--- config.mk ---
export PLATFORM = sky130hd
export DESIGN_NAME = isw_top
export DESIGN_NICKNAME = d
export VERILOG_FILES = /design/src/verilog/isw_pkg.sv /design/src/verilog/isw_top.sv
export VERILOG_INCLUDE_DIRS = /design/src /design/src/verilog
export SDC_FILE = /design/constraint.sdc
export NUM_CORES = 1
export LEC_CHECK = 0
export BUFFER_PORTS_ARGS = -buffer_cell sky130_fd_sc_hd__clkbuf_2
export CORE_ASPECT_RATIO = 0.75
export CORE_MARGIN = 2
export CORE_UTILIZATION = 50
export DETAILED_ROUTE_END_ITERATION = 12
export PLACE_DENSITY = 0.67
export SLEW_MARGIN = 20
export SYNTH_ARGS = -nofsm -noshare
export SYNTH_HDL_FRONTEND = slang
export SYNTH_SLANG_ARGS = --single-unit
--- constraint.sdc ---
create_clock -name i_core_clk -period 2.4 [get_ports i_core_clk]
set_input_delay 0.36 -clock i_core_clk [delete_from_list [all_inputs] [get_ports i_core_clk]]
set_output_delay 0.36 -clock i_core_clk [all_outputs]
set_load 0.05 [all_outputs]
--- src/verilog/isw_cfg.svh ---
// Purpose: constants of the four-channel bus switch control logic
// Assumes: included by bare name; definitions only
// Notes:   positions, reset values and counts live here, types in isw_pkg
//
// Behaviour
// - Direction 1 reads, 0 writes the register
// - First byte after address ack is stored
// - Several bytes written: only last one kept
// - Read returns the register contents
// - Low four bits enable channels independently
// - Any channel combination, all or none, allowed
// - New selection applied only at stop
// - Reset clears register, no channel connected
// - Combined interrupt low when any input low
// - Interrupts reported whether channel connected or not
// - Bits 4 to 7 map channels 0 to 3
// - Interrupt levels sampled when read happens
// - Status bit 1 means pending interrupt
// - Interrupt inputs usable as plain readable inputs
// - Address is fixed bits plus two straps
// - Reset pin low restores defaults, disconnects channels
// - Power-on reset clears everything to zero; synchronisers and line history load ones here
`ifndef ISW_CFG_SVH
`define ISW_CFG_SVH

// ====================================================================
// Target address
`define ISW_ADDR_FIXED       5'h15
`define ISW_RW_READ          1'b1

// ====================================================================
// Register layout and reset values
`define ISW_CHAN0_ENABLE_BIT 0
`define ISW_CHAN1_ENABLE_BIT 1
`define ISW_CHAN2_ENABLE_BIT 2
`define ISW_CHAN3_ENABLE_BIT 3
`define ISW_IRQ_STATUS_LSB   4
`define ISW_IRQ_STATUS_MSB   7
`define ISW_CHAN_RST         4'h0
`define ISW_BYTE_RST         8'h00

// ====================================================================
// Serial framing
`define ISW_BITS_PER_BYTE    4'h8
`define ISW_CNT_RST          4'h0
`define ISW_SYNC_RST         9'h1ff

`endif

--- src/verilog/isw_pkg.sv ---
// Purpose: types shared by the bus switch control logic
// Assumes: nothing beyond the standard language
// Notes:   constants are macros in isw_cfg.svh
package isw_pkg;

    // ================================================================
    // Serial target states
    typedef enum logic [2:0]
    {
        ST_IDLE,
        ST_ADDR,
        ST_ADDR_ACK,
        ST_WR_DATA,
        ST_WR_ACK,
        ST_RD_DATA,
        ST_RD_ACK
    } isw_state_t;

endpackage

--- src/verilog/isw_top.sv ---
// Purpose: control logic of a four-channel bus switch, serial target
// Assumes: serial clock much slower than i_core_clk (8 or more cycles)
// Notes:   no clock stretching; data line is open drain, active low enable
`timescale 1ns/100ps
`include "isw_cfg.svh"

module isw_top
    import isw_pkg::*;
(
    input  wire logic       i_core_clk,
    input  wire logic       i_sys_rst,
    input  wire logic       i_rst_n,
    input  wire logic       i_scl,
    input  wire logic       i_sda,
    output logic            o_sda,
    output logic            o_sda_oe_n,
    input  wire logic       i_addr_strap_low,
    input  wire logic       i_addr_strap_high,
    input  wire logic [3:0] i_channel_irq_inputs_n,
    output logic            o_irq_n,
    output logic            o_irq_oe_n,
    output logic [3:0]      o_downstream_pair_enable
);

    // ================================================================
    // Declarations
    logic [8:0]  sync_s1_r;
    logic [8:0]  sync_s2_r;
    logic        scl_d_r;
    logic        sda_d_r;
    logic        scl_s;
    logic        sda_s;
    logic        rst_pin_n_s;
    logic [1:0]  strap_s;
    logic [3:0]  irq_n_s;
    logic        rst;
    logic        scl_rise;
    logic        scl_fall;
    logic        start_seen;
    logic        stop_seen;
    logic        addr_hit;
    logic [7:0]  chan_sel_irq_status;

    isw_state_t  state_r;
    isw_state_t  state_nxt;
    logic [7:0]  shift_r;
    logic [7:0]  shift_nxt;
    logic [3:0]  cnt_r;
    logic [3:0]  cnt_nxt;
    logic        ack_ok_r;
    logic        ack_ok_nxt;
    logic [3:0]  sel_r;
    logic [3:0]  sel_nxt;
    logic        pend_r;
    logic        pend_nxt;
    logic [3:0]  chan_r;
    logic [3:0]  chan_nxt;
    logic        drive_r;
    logic        drive_nxt;
    logic        irq_low_r;
    logic        irq_low_nxt;

    // ================================================================
    // Pin synchronisers
    // Stage one is read only by stage two; reset pin must not reset them
    always_ff @(posedge i_core_clk)
    begin
        if (i_sys_rst)
        begin
            sync_s1_r <= `ISW_SYNC_RST;
            sync_s2_r <= `ISW_SYNC_RST;
        end
        else
        begin
            sync_s1_r <= {i_rst_n, i_addr_strap_high, i_addr_strap_low,
                          i_channel_irq_inputs_n, i_scl, i_sda};
            sync_s2_r <= sync_s1_r;
        end
    end

    // Unpack synchronised levels
    assign sda_s       = sync_s2_r[0];
    assign scl_s       = sync_s2_r[1];
    assign irq_n_s     = sync_s2_r[5:2];
    assign strap_s     = sync_s2_r[7:6];
    assign rst_pin_n_s = sync_s2_r[8];

    // Either reset source clears the target and interrupt registers; line history resets high
    assign rst = i_sys_rst | ~rst_pin_n_s;

    // ================================================================
    // Line edge and condition detection
    always_ff @(posedge i_core_clk)
    begin
        if (rst)
        begin
            scl_d_r <= 1'b1;
            sda_d_r <= 1'b1;
        end
        else
        begin
            scl_d_r <= scl_s;
            sda_d_r <= sda_s;
        end
    end

    // Start and stop only while the clock line stays high
    assign scl_rise   = scl_s & ~scl_d_r;
    assign scl_fall   = ~scl_s & scl_d_r;
    assign start_seen = scl_s & scl_d_r & sda_d_r & ~sda_s;
    assign stop_seen  = scl_s & scl_d_r & ~sda_d_r & sda_s;

    // Address compare: fixed part plus two straps
    assign addr_hit = (shift_r[7:1] == {`ISW_ADDR_FIXED, strap_s});

    // Read byte: live interrupt levels above stored enables
    // Inverted so that 1 means pending, whether channel is on or not
    assign chan_sel_irq_status = {~irq_n_s, sel_r};

    // ================================================================
    // Serial target next-state logic
    always_comb
    begin
        state_nxt  = state_r;
        shift_nxt  = shift_r;
        cnt_nxt    = cnt_r;
        ack_ok_nxt = ack_ok_r;
        sel_nxt    = sel_r;
        pend_nxt   = pend_r;
        chan_nxt   = chan_r;
        if (start_seen)
        begin
            // Repeated start also restarts address reception
            state_nxt = ST_ADDR;
            cnt_nxt   = `ISW_CNT_RST;
        end
        else if (stop_seen)
        begin
            state_nxt = ST_IDLE;
            if (pend_r)
            begin
                chan_nxt = sel_r;
                pend_nxt = 1'b0;
            end
        end
        else
        begin
            case (state_r)
                ST_IDLE:
                begin
                    state_nxt = ST_IDLE;
                end
                ST_ADDR:
                begin
                    if (scl_rise)
                    begin
                        shift_nxt = {shift_r[6:0], sda_s};
                        cnt_nxt   = cnt_r + 4'h1;
                    end
                    else if (scl_fall && cnt_r == `ISW_BITS_PER_BYTE)
                    begin
                        cnt_nxt   = `ISW_CNT_RST;
                        state_nxt = addr_hit ? ST_ADDR_ACK : ST_IDLE;
                    end
                end
                ST_ADDR_ACK:
                begin
                    if (scl_fall)
                    begin
                        cnt_nxt = `ISW_CNT_RST;
                        if (shift_r[0] == `ISW_RW_READ)
                        begin
                            // Status sampled at the start of the read
                            shift_nxt = chan_sel_irq_status;
                            state_nxt = ST_RD_DATA;
                        end
                        else
                        begin
                            state_nxt = ST_WR_DATA;
                        end
                    end
                end
                ST_WR_DATA:
                begin
                    if (scl_rise)
                    begin
                        shift_nxt = {shift_r[6:0], sda_s};
                        cnt_nxt   = cnt_r + 4'h1;
                    end
                    else if (scl_fall && cnt_r == `ISW_BITS_PER_BYTE)
                    begin
                        // Each byte overwrites; the last one wins
                        sel_nxt   = shift_r[`ISW_CHAN3_ENABLE_BIT:
                                            `ISW_CHAN0_ENABLE_BIT];
                        pend_nxt  = 1'b1;
                        cnt_nxt   = `ISW_CNT_RST;
                        state_nxt = ST_WR_ACK;
                    end
                end
                ST_WR_ACK:
                begin
                    if (scl_fall)
                    begin
                        state_nxt = ST_WR_DATA;
                    end
                end
                ST_RD_DATA:
                begin
                    if (scl_rise)
                    begin
                        cnt_nxt = cnt_r + 4'h1;
                    end
                    else if (scl_fall)
                    begin
                        if (cnt_r == `ISW_BITS_PER_BYTE)
                        begin
                            cnt_nxt   = `ISW_CNT_RST;
                            state_nxt = ST_RD_ACK;
                        end
                        else
                        begin
                            shift_nxt = {shift_r[6:0], 1'b0};
                        end
                    end
                end
                ST_RD_ACK:
                begin
                    if (scl_rise)
                    begin
                        ack_ok_nxt = ~sda_s;
                    end
                    else if (scl_fall)
                    begin
                        if (ack_ok_r)
                        begin
                            // Controller wants more: fresh sample each byte
                            shift_nxt = chan_sel_irq_status;
                            state_nxt = ST_RD_DATA;
                        end
                        else
                        begin
                            state_nxt = ST_IDLE;
                        end
                    end
                end
                default:
                begin
                    state_nxt = ST_IDLE;
                end
            endcase
        end
    end

    // Data line drive follows the next state so it lands one cycle after scl falls
    always_comb
    begin
        drive_nxt = (state_nxt == ST_ADDR_ACK) ||
                    (state_nxt == ST_WR_ACK) ||
                    ((state_nxt == ST_RD_DATA) && !shift_nxt[7]);
    end

    // ================================================================
    // Serial target registers
    always_ff @(posedge i_core_clk)
    begin
        if (rst)
        begin
            state_r  <= ST_IDLE;
            shift_r  <= `ISW_BYTE_RST;
            cnt_r    <= `ISW_CNT_RST;
            ack_ok_r <= 1'b0;
            sel_r    <= `ISW_CHAN_RST;
            pend_r   <= 1'b0;
            chan_r   <= `ISW_CHAN_RST;
            drive_r  <= 1'b0;
        end
        else
        begin
            state_r  <= state_nxt;
            shift_r  <= shift_nxt;
            cnt_r    <= cnt_nxt;
            ack_ok_r <= ack_ok_nxt;
            sel_r    <= sel_nxt;
            pend_r   <= pend_nxt;
            chan_r   <= chan_nxt;
            drive_r  <= drive_nxt;
        end
    end

    // ================================================================
    // Combined interrupt output
    // One register stage after the synchroniser; costs three cycles of delay
    always_comb
    begin
        irq_low_nxt = ~&irq_n_s;
    end

    always_ff @(posedge i_core_clk)
    begin
        if (rst)
        begin
            irq_low_r <= 1'b0;
        end
        else
        begin
            irq_low_r <= irq_low_nxt;
        end
    end

    // ================================================================
    // Enables and pair outputs from flip-flops, data values tied low; open-drain pins only ever pull low
    assign o_sda                    = 1'b0;
    assign o_sda_oe_n               = ~drive_r;
    assign o_irq_n                  = 1'b0;
    assign o_irq_oe_n               = ~irq_low_r;
    assign o_downstream_pair_enable = chan_r;

endmodule
==> metrics.md, run 1 <==
| Metric | Value |
|---|---|
| Filler cell count | `393` |
| Sum Neg Setup Slack | `0 ns` |
| Worst setup SP type | `flip-flop` |
| Commonest non-fill, non-tap cell in the layout | `dfxtp_1` |
| Largest net degree at the start of global routing | `21` |
| Initial antenna violation count | `0` |
| Residual DRC count | `0` |
| Max FO, Critical Path | `9` |
| DRT iter0 DRCs | `approximately 130` |
| Initial Util | `0.512` |
| Outcome | `completed` |
| Top FF cell, synth | `dfxtp_1` |
| PortBufs | `16` |
| Kind of cell adding the most delay to the critical path | `simple AND/OR/NAND/NOR gates` |
| Synth cell types | `59` |
| Adder-cell share of the synthesized area | `0.0277` |
| Setup violations, final | `0` |
| Crit path buffers/inverters | `1` |
| Internal Pwr Total | `1.05 mW` |
| CTS Buffer Depth | `2` |
| Inserted Clock Buffers | `5` |
| P_leak | `0.975 nW` |
| Routability cong. | `0.919` |
| Flop2flop setup slack | `0.20 ns` |
| Clk pwr share | `0.363` |
| Pwr/cell area | `between 500 and 600 nW/um2` |
| Sw Ratio | `0.258` |
| Core ar. | `4410 um2` |
| Combinational share of power | `0.066` |
| Final Hold Fails | `0` |
| Final instance area | `2490 um2` |
| Slowest CP cell | `or3_1` |
| Die Y | `62.2 um` |
| Sequential-to-total area share from yosys stat | `0.416` |
| Vias in the first global route | `about 1600` |
| Gate Count Post-Synth | `238` |
| HPWL after DPL | `roughly 3200 um` |
| Kind of critical path | `reg2reg` |
| Total iterations of the first detailed-routing run | `5` |
| Total Wirelength | `4420 um` |
| Grt ovf | `0` |
| Warnings from Yosys | `0` |
| Max incr delay on CP | `0.39 ns` |
| Synth Area in Compound Gates | `0.185` |
| Num rows | `21` |
| Share of layout cells above drive strength 1 | `0.265` |
| DIE AREA | `5080 um2` |
| Area Growth Syn to Fin | `10.3%` |
| Minimum clock period | `2.20 ns` |
| Post-Synth Simple-Gate Area | `0.246` |
| Worst path required time | `2.65 ns` |
| Final #Nets | `approximately 270` |
| Number of flops mapped to enable cells by yosys | `0` |
| Clock slew seen by the registers of the worst setup and hold paths | `0.09 ns` |
| Vias | `1729` |
| IO Pins | `19` |
| Hold Path Class | `in2reg` |
| Tcrit/Tclk final | `0.918` |
| Fin. max-slew vios | `0` |
| Routed WL per cell | `14.1 um` |
| Placed instance area | `2380 um2` |
| Max-cap violations | `0` |
| Worst path cell trace | `inv_1 -> ha_1 -> nand2b_1 -> or3_1 -> a32oi_2 -> or3b_1 -> a21oi_1` |
| Sequential share of power | `0.571` |
| Post-DRT Antenna Nets | `0` |
| Mux share of post-synthesis cell area | `0.0487` |
| Inserted Diodes | `0` |
| CTS H-tree lvls | `2` |
| Avg Inst Size Synth | `9.49 um2` |
| Post-Route Utilization | `0.565` |
| Critical path arrival | `2.46 ns` |
| Post-Synth XOR/XNOR Area | `0.0194` |
| Max VDD drop | `0.000401 V` |
| RSZ-0062 raised after global routing | `false` |
| Worst Setup End Kind | `flip-flop` |
| Global-route wire length before repair | `7620 um` |
| Post-Syn Area | `roughly 2300 um2` |
| Hold buffers post-CTS | `0` |
| Seq cells post-synth | `47` |
| CTS sink cnt | `47` |
| FMAX | `between 400 and 500 MHz` |
| Asr flop ratio synth | `0` |
| Psw | `roughly 370 uW` |
| Worst slew pin tran | `between 0.7 and 0.8 ns` |
| Worst skew pair latency | `0.31 ns` |
| Power Total | `~1.4 mW` |
| CTS tree | `yes` |
| Final hold slack | `0.219 ns` |
| Horiz. Die Dim | `between 80 and 90 um` |
| GRT Overall Usage | `0.194` |
| Root buffer cell | `clkbuf_8` |
| Main combinational cell family by area after synthesis | `simple AND/OR/NAND/NOR gates` |
| Slew HR | `0.484` |
| Via density per instance | `5.51` |
| Clock skew | `0.00380 ns` |
| Most frequent cells in the layout | `dfxtp_1 (47), nor2_1 (32), or2_2 (19), clkbuf_2 (16), mux2i_1 (11)` |
## metrics by stage
step                setup WS [ns]  instances
floorplan                   0.455        239
global placement            0.292        306
detailed placement          0.175        306
CTS                         0.151        314
global route               0.0273        314
finish                      0.197        314
## cell families after synthesis
group,Yosys count
simple gates,100
xor+xnor,5
flops,47
other cells,1
compound gates,47
buf+inv,22
mux,11
fa+ha+maj,5
## final timing paths
kind / cells after the start / end / start
worst max-delay path: 7 / drive_r / scl_d_r
worst min-delay path: 2 / sync_s1_r[7] / i_addr_strap_high
worst max register to register: 7 / drive_r / scl_d_r
worst min register to register: 1 / sync_s2_r[5] / sync_s1_r[5]
## final cells by class
| cell class | count | area [um2] | share of cell area |
|---|---|---|---|
| timing repair buffer | 24 | 140 | 0.0562 |
| clock inverter | 3 | 27.5 | 0.0110 |
| multi-input combinational | 170 | 1210 | 0.487 |
| clock buffer | 5 | 68.8 | 0.0276 |
| tap | 57 | 71.3 | 0.0286 |
| sequential | 47 | 941 | 0.378 |
| inverter | 8 | 30.0 | 0.0120 |
## state kept, by name, indices dropped and copies added, names as in the netlist, 3 cells and up
name / flops
cnt_r: 4
o_downstream_pair_enable: 4
sel_r: 4
shift_r: 8
state_r: 3
sync_s1_r: 9
sync_s2_r: 9
## power groups by stage
stage,clock network [mW],logic [mW],registers [mW]
CTS,0.530,0.0933,0.809
global placement,0,0.0918,0.827
global route,0.562,0.104,0.812
floorplan,0,0.0721,0.823
detailed placement,0,0.0930,0.827
finish,0.515,0.0941,0.809
## worst register-to-register path, cell delays in order, from the launching register on
cell and delay (ns):
dfxtp_1 0.37, inv_1 0.05, ha_1 0.27, nand2b_1 0.29, or3_1 0.39, a32oi_2 0.28, or3b_1 0.37, a21oi_1 0.12
## routing by layer
| metal | GRT usage | share of wire | vias to the layer above |
|---|---|---|---|
| met1 | 0.290 | 0.51 | 786 |
| met2 | 0.259 | 0.41 | 67 |
| li1 | - | - | 868 |
| met5 | 0 | 0 | - |
| met4 | 0.0542 | 0.013 | 0 |
| met3 | 0.0712 | 0.068 | 8 |
## Yosys cell counts (3+ instances only)
master / number / share of area
buf_4: 7 / 0.023
nor2_1: 32 / 0.053
o21ai_1: 5 / 0.011
inv_1: 7 / 0.012
a211oi_2: 4 / 0.022
nor2b_1: 7 / 0.019
nand2b_1: 6 / 0.017
dfxtp_1: 47 / 0.42
nand3_1: 6 / 0.013
a22oi_1: 3 / 0.010
xnor2_1: 5 / 0.019
or2_2: 19 / 0.053
a21oi_1: 7 / 0.016
ha_1: 5 / 0.028
nand2_1: 10 / 0.017
mux2i_1: 11 / 0.049
nand3b_1: 3 / 0.010
## repair_timing
item	CTS	global route
buffers inserted	0	0
gates resized for setup	0	2
endpoints found under the setup margin	0	1
No activity file was read; power rests on OpenSTA's default activity.
==> inputs of run 2 (changes only) <==
Clock period 2.4 ns to 2.5 ns, I/O delays scaled along.
==> run 2 against run 1 <==
Compared with the run above:
- total power fell by 6.2%
- cell count fell by 0.32%
- sequential power shrank 4.0%
- combinational power decreased by 5.7%
- die area is the same
- via count down 2.9%
- cell area shrank 1.2%
- global-route usage down 0.77 points
==> metrics.md, run 2 (synthesized netlist as in run 1, its figures left out) <==
| Metric | Value |
|---|---|
| Outcome | `completed` |
| Kind of critical path | `reg2reg` |
| Post-DRT Antenna Nets | `0 (unchanged)` |
| Clock skew | `0.00534 ns (+0.00154 ns)` |
| Die Y | `62.2 um (unchanged)` |
| Area Growth Syn to Fin | `9.03%` |
| Worst path cell trace | `inv_1 -> ha_1 -> nand2b_1 -> or3_1 -> a32oi_1 -> or3b_1 -> a21oi_1` |
| Max VDD drop | `0.000289 V (-28%)` |
| Worst skew pair latency | `0.30 ns (about the same)` |
| Worst slew pin tran | `0.731 ns (-0.0420 ns)` |
| Slowest CP cell | `or3_1` |
| Most frequent cells in the layout | `dfxtp_1 (47), nor2_1 (32), or2_2 (19), clkbuf_2 (16), mux2i_1 (11)` |
| Hold path start | `i_scl` |
| Critical path arrival | `2.54 ns (+0.08 ns)` |
| Max-cap violations | `0 (unchanged)` |
| Sequential Area | `941 um2 (unchanged)` |
| Max incr delay on CP | `0.38 ns (about the same)` |
| Num rows | `21 (unchanged)` |
| Commonest non-fill, non-tap cell in the layout | `dfxtp_1` |
| CTS tree | `yes` |
| PortBufs | `16 (unchanged)` |
| Crit path buffers/inverters | `1 (unchanged)` |
| Grt ovf | `0 (unchanged)` |
| Clock slew seen by the registers of the worst setup and hold paths | `0.09 ns (about the same)` |
| Max FO, Critical Path | `13 (+4)` |
| Worst path required time | `2.74 ns (+0.09 ns)` |
| P_leak | `0.963 nW (-1.2%)` |
| Minimum clock period | `2.30 ns (+0.0996 ns)` |
| Worst setup path start | `scl_d_r` |
| Tcrit/Tclk final | `0.921 (+0.00312)` |
| Multi-input logic area | `1200 um2 (-1.1%)` |
| Routability cong. | `0.870 (-5.4%)` |
| Post-CTS sizing | `0 (unchanged)` |
| Total iterations of the first detailed-routing run | `4 (-1)` |
| Global-route wire length before repair | `7270 um (-4.5%)` |
| Horiz. Die Dim | `81.6 um (unchanged)` |
| Post-Route Utilization | `0.558 (-0.00652)` |
| DIE AREA | `5080 um2 (unchanged)` |
| FMAX | `434 MHz (-4.3%)` |
| HPWL after DPL | `3100 um (-2.4%)` |
| Largest regs | `sync_s1_r x9, sync_s2_r x9, shift_r x8` |
| Hold buffers post-CTS | `0 (unchanged)` |
| Vias in the first global route | `1540 (-4.3%)` |
| Total Wirelength | `4290 um (-2.9%)` |
| Share of layout cells above drive strength 1 | `0.250 (-0.0146)` |
| Initial antenna violation count | `0 (unchanged)` |
| Worst setup SP type | `flip-flop` |
| Met3 Use GR | `0.0480 (-0.0233)` |
| CTS Buffer Depth | `2 (unchanged)` |
| RSZ-0062 raised after global routing | `false` |
| CTS H-tree lvls | `2 (unchanged)` |
| Filler cell count | `395 (+0.51%)` |
| Kind of cell adding the most delay to the critical path | `simple AND/OR/NAND/NOR gates` |
| DRT iter0 DRCs | `172 (+29%)` |
| Pwr/cell area | `540 nW/um2 (-5.1%)` |
| Largest net degree at the start of global routing | `21 (unchanged)` |
| Inserted Diodes | `0 (unchanged)` |
| CTS sink cnt | `47 (unchanged)` |
| Met2 GRT Util | `0.246 (-0.0133)` |
| Vias | `1678 (-2.9%)` |
| Root buffer cell | `clkbuf_8` |
| Final #Nets | `271 (-0.37%)` |
| Residual DRC count | `0 (unchanged)` |
| Via density per instance | `5.36 (-2.6%)` |
| Reg2Reg Launch Point | `scl_d_r` |
| IO Pins | `19 (unchanged)` |
| Sum Neg Setup Slack | `0 ns (unchanged)` |
| GRT busiest layer | `met1` |
| Routed WL per cell | `13.7 um (-2.6%)` |
| GRT Overall Usage | `0.186 (-0.00770)` |
| Final Hold Fails | `0 (unchanged)` |
| Slew HR | `0.512 (+0.0281)` |
| Worst Setup End Kind | `flip-flop` |
| Setup violations, final | `0 (unchanged)` |
| Setup bufs post-CTS | `0 (unchanged)` |
| Fin. max-slew vios | `0 (unchanged)` |
| Global Route met1 Usage | `0.292 (+0.00236)` |
| Inserted Clock Buffers | `5 (unchanged)` |
| Hold Path Class | `in2reg` |
| Initial Util | `0.512 (unchanged)` |
| Core ar. | `4410 um2 (unchanged)` |
[run 2: changes by cell type in the layout (fill, tap and decap cells not counted), sizes merged]
cell    delta
buf        -1
clkbuf     +1
inv        -1
[run 2: cell type report]
cell class | instances | share of cell area
Inverter | 8 | 0.0122
Clock buffer | 6 | 0.0295
Tap cell | 57 | 0.0289
Sequential cell | 47 | 0.382
Timing Repair Buffer | 23 | 0.0538
Multi-Input combinational cell | 170 | 0.487
Clock inverter | 2 | 0.00660
[run 2: metrics by stage]
| step | hold slack, ns | setup WS (ns) | cell area, um2 | power [mW] | instances |
|---|---|---|---|---|---|
| after floorplan | 0.389 | 0.555 | 2260 | 0.860 | 239 |
| after global placement | 0.390 | 0.350 | 2370 | 0.882 | 305 |
| after detailed placement | 0.393 | 0.236 | 2370 | 0.883 | 305 |
| after CTS | 0.239 | 0.209 | 2460 | 1.34 | 313 |
| after global routing | 0.236 | 0.0434 | 2460 | 1.39 | 313 |
| final | 0.245 | 0.197 | 2460 | 1.33 | 313 |
[run 2: final timing paths]
kind / slack [ns] / to / cells after the start
max: 0.20 / drive_r / 7
min: 0.25 / sync_s1_r[1] / 2
max reg2reg: 0.20 / drive_r / 7
min reg2reg: 0.41 / sync_s2_r[5] / 1
[run 2: routing by layer]
layer  vias to the layer above  share of wire
met4                         0          0.011
li1                        863              -
met2                        32           0.41
met1                       776           0.54
met5                         -              0
met3                         7          0.042
[run 2: power by group]
part | internal, mW | switching [mW]
logic | 0.0354 | 0.0533
clock network | 0.201 | 0.264
registers | 0.767 | 0.0100
[run 2: worst register-to-register path, stage by stage, from the launching register on]
cell and delay, ns:
dfxtp_1 0.37, inv_1 0.05, ha_1 0.31, nand2b_1 0.30
or3_1 0.38, a32oi_1 0.34, or3b_1 0.38, a21oi_1 0.12
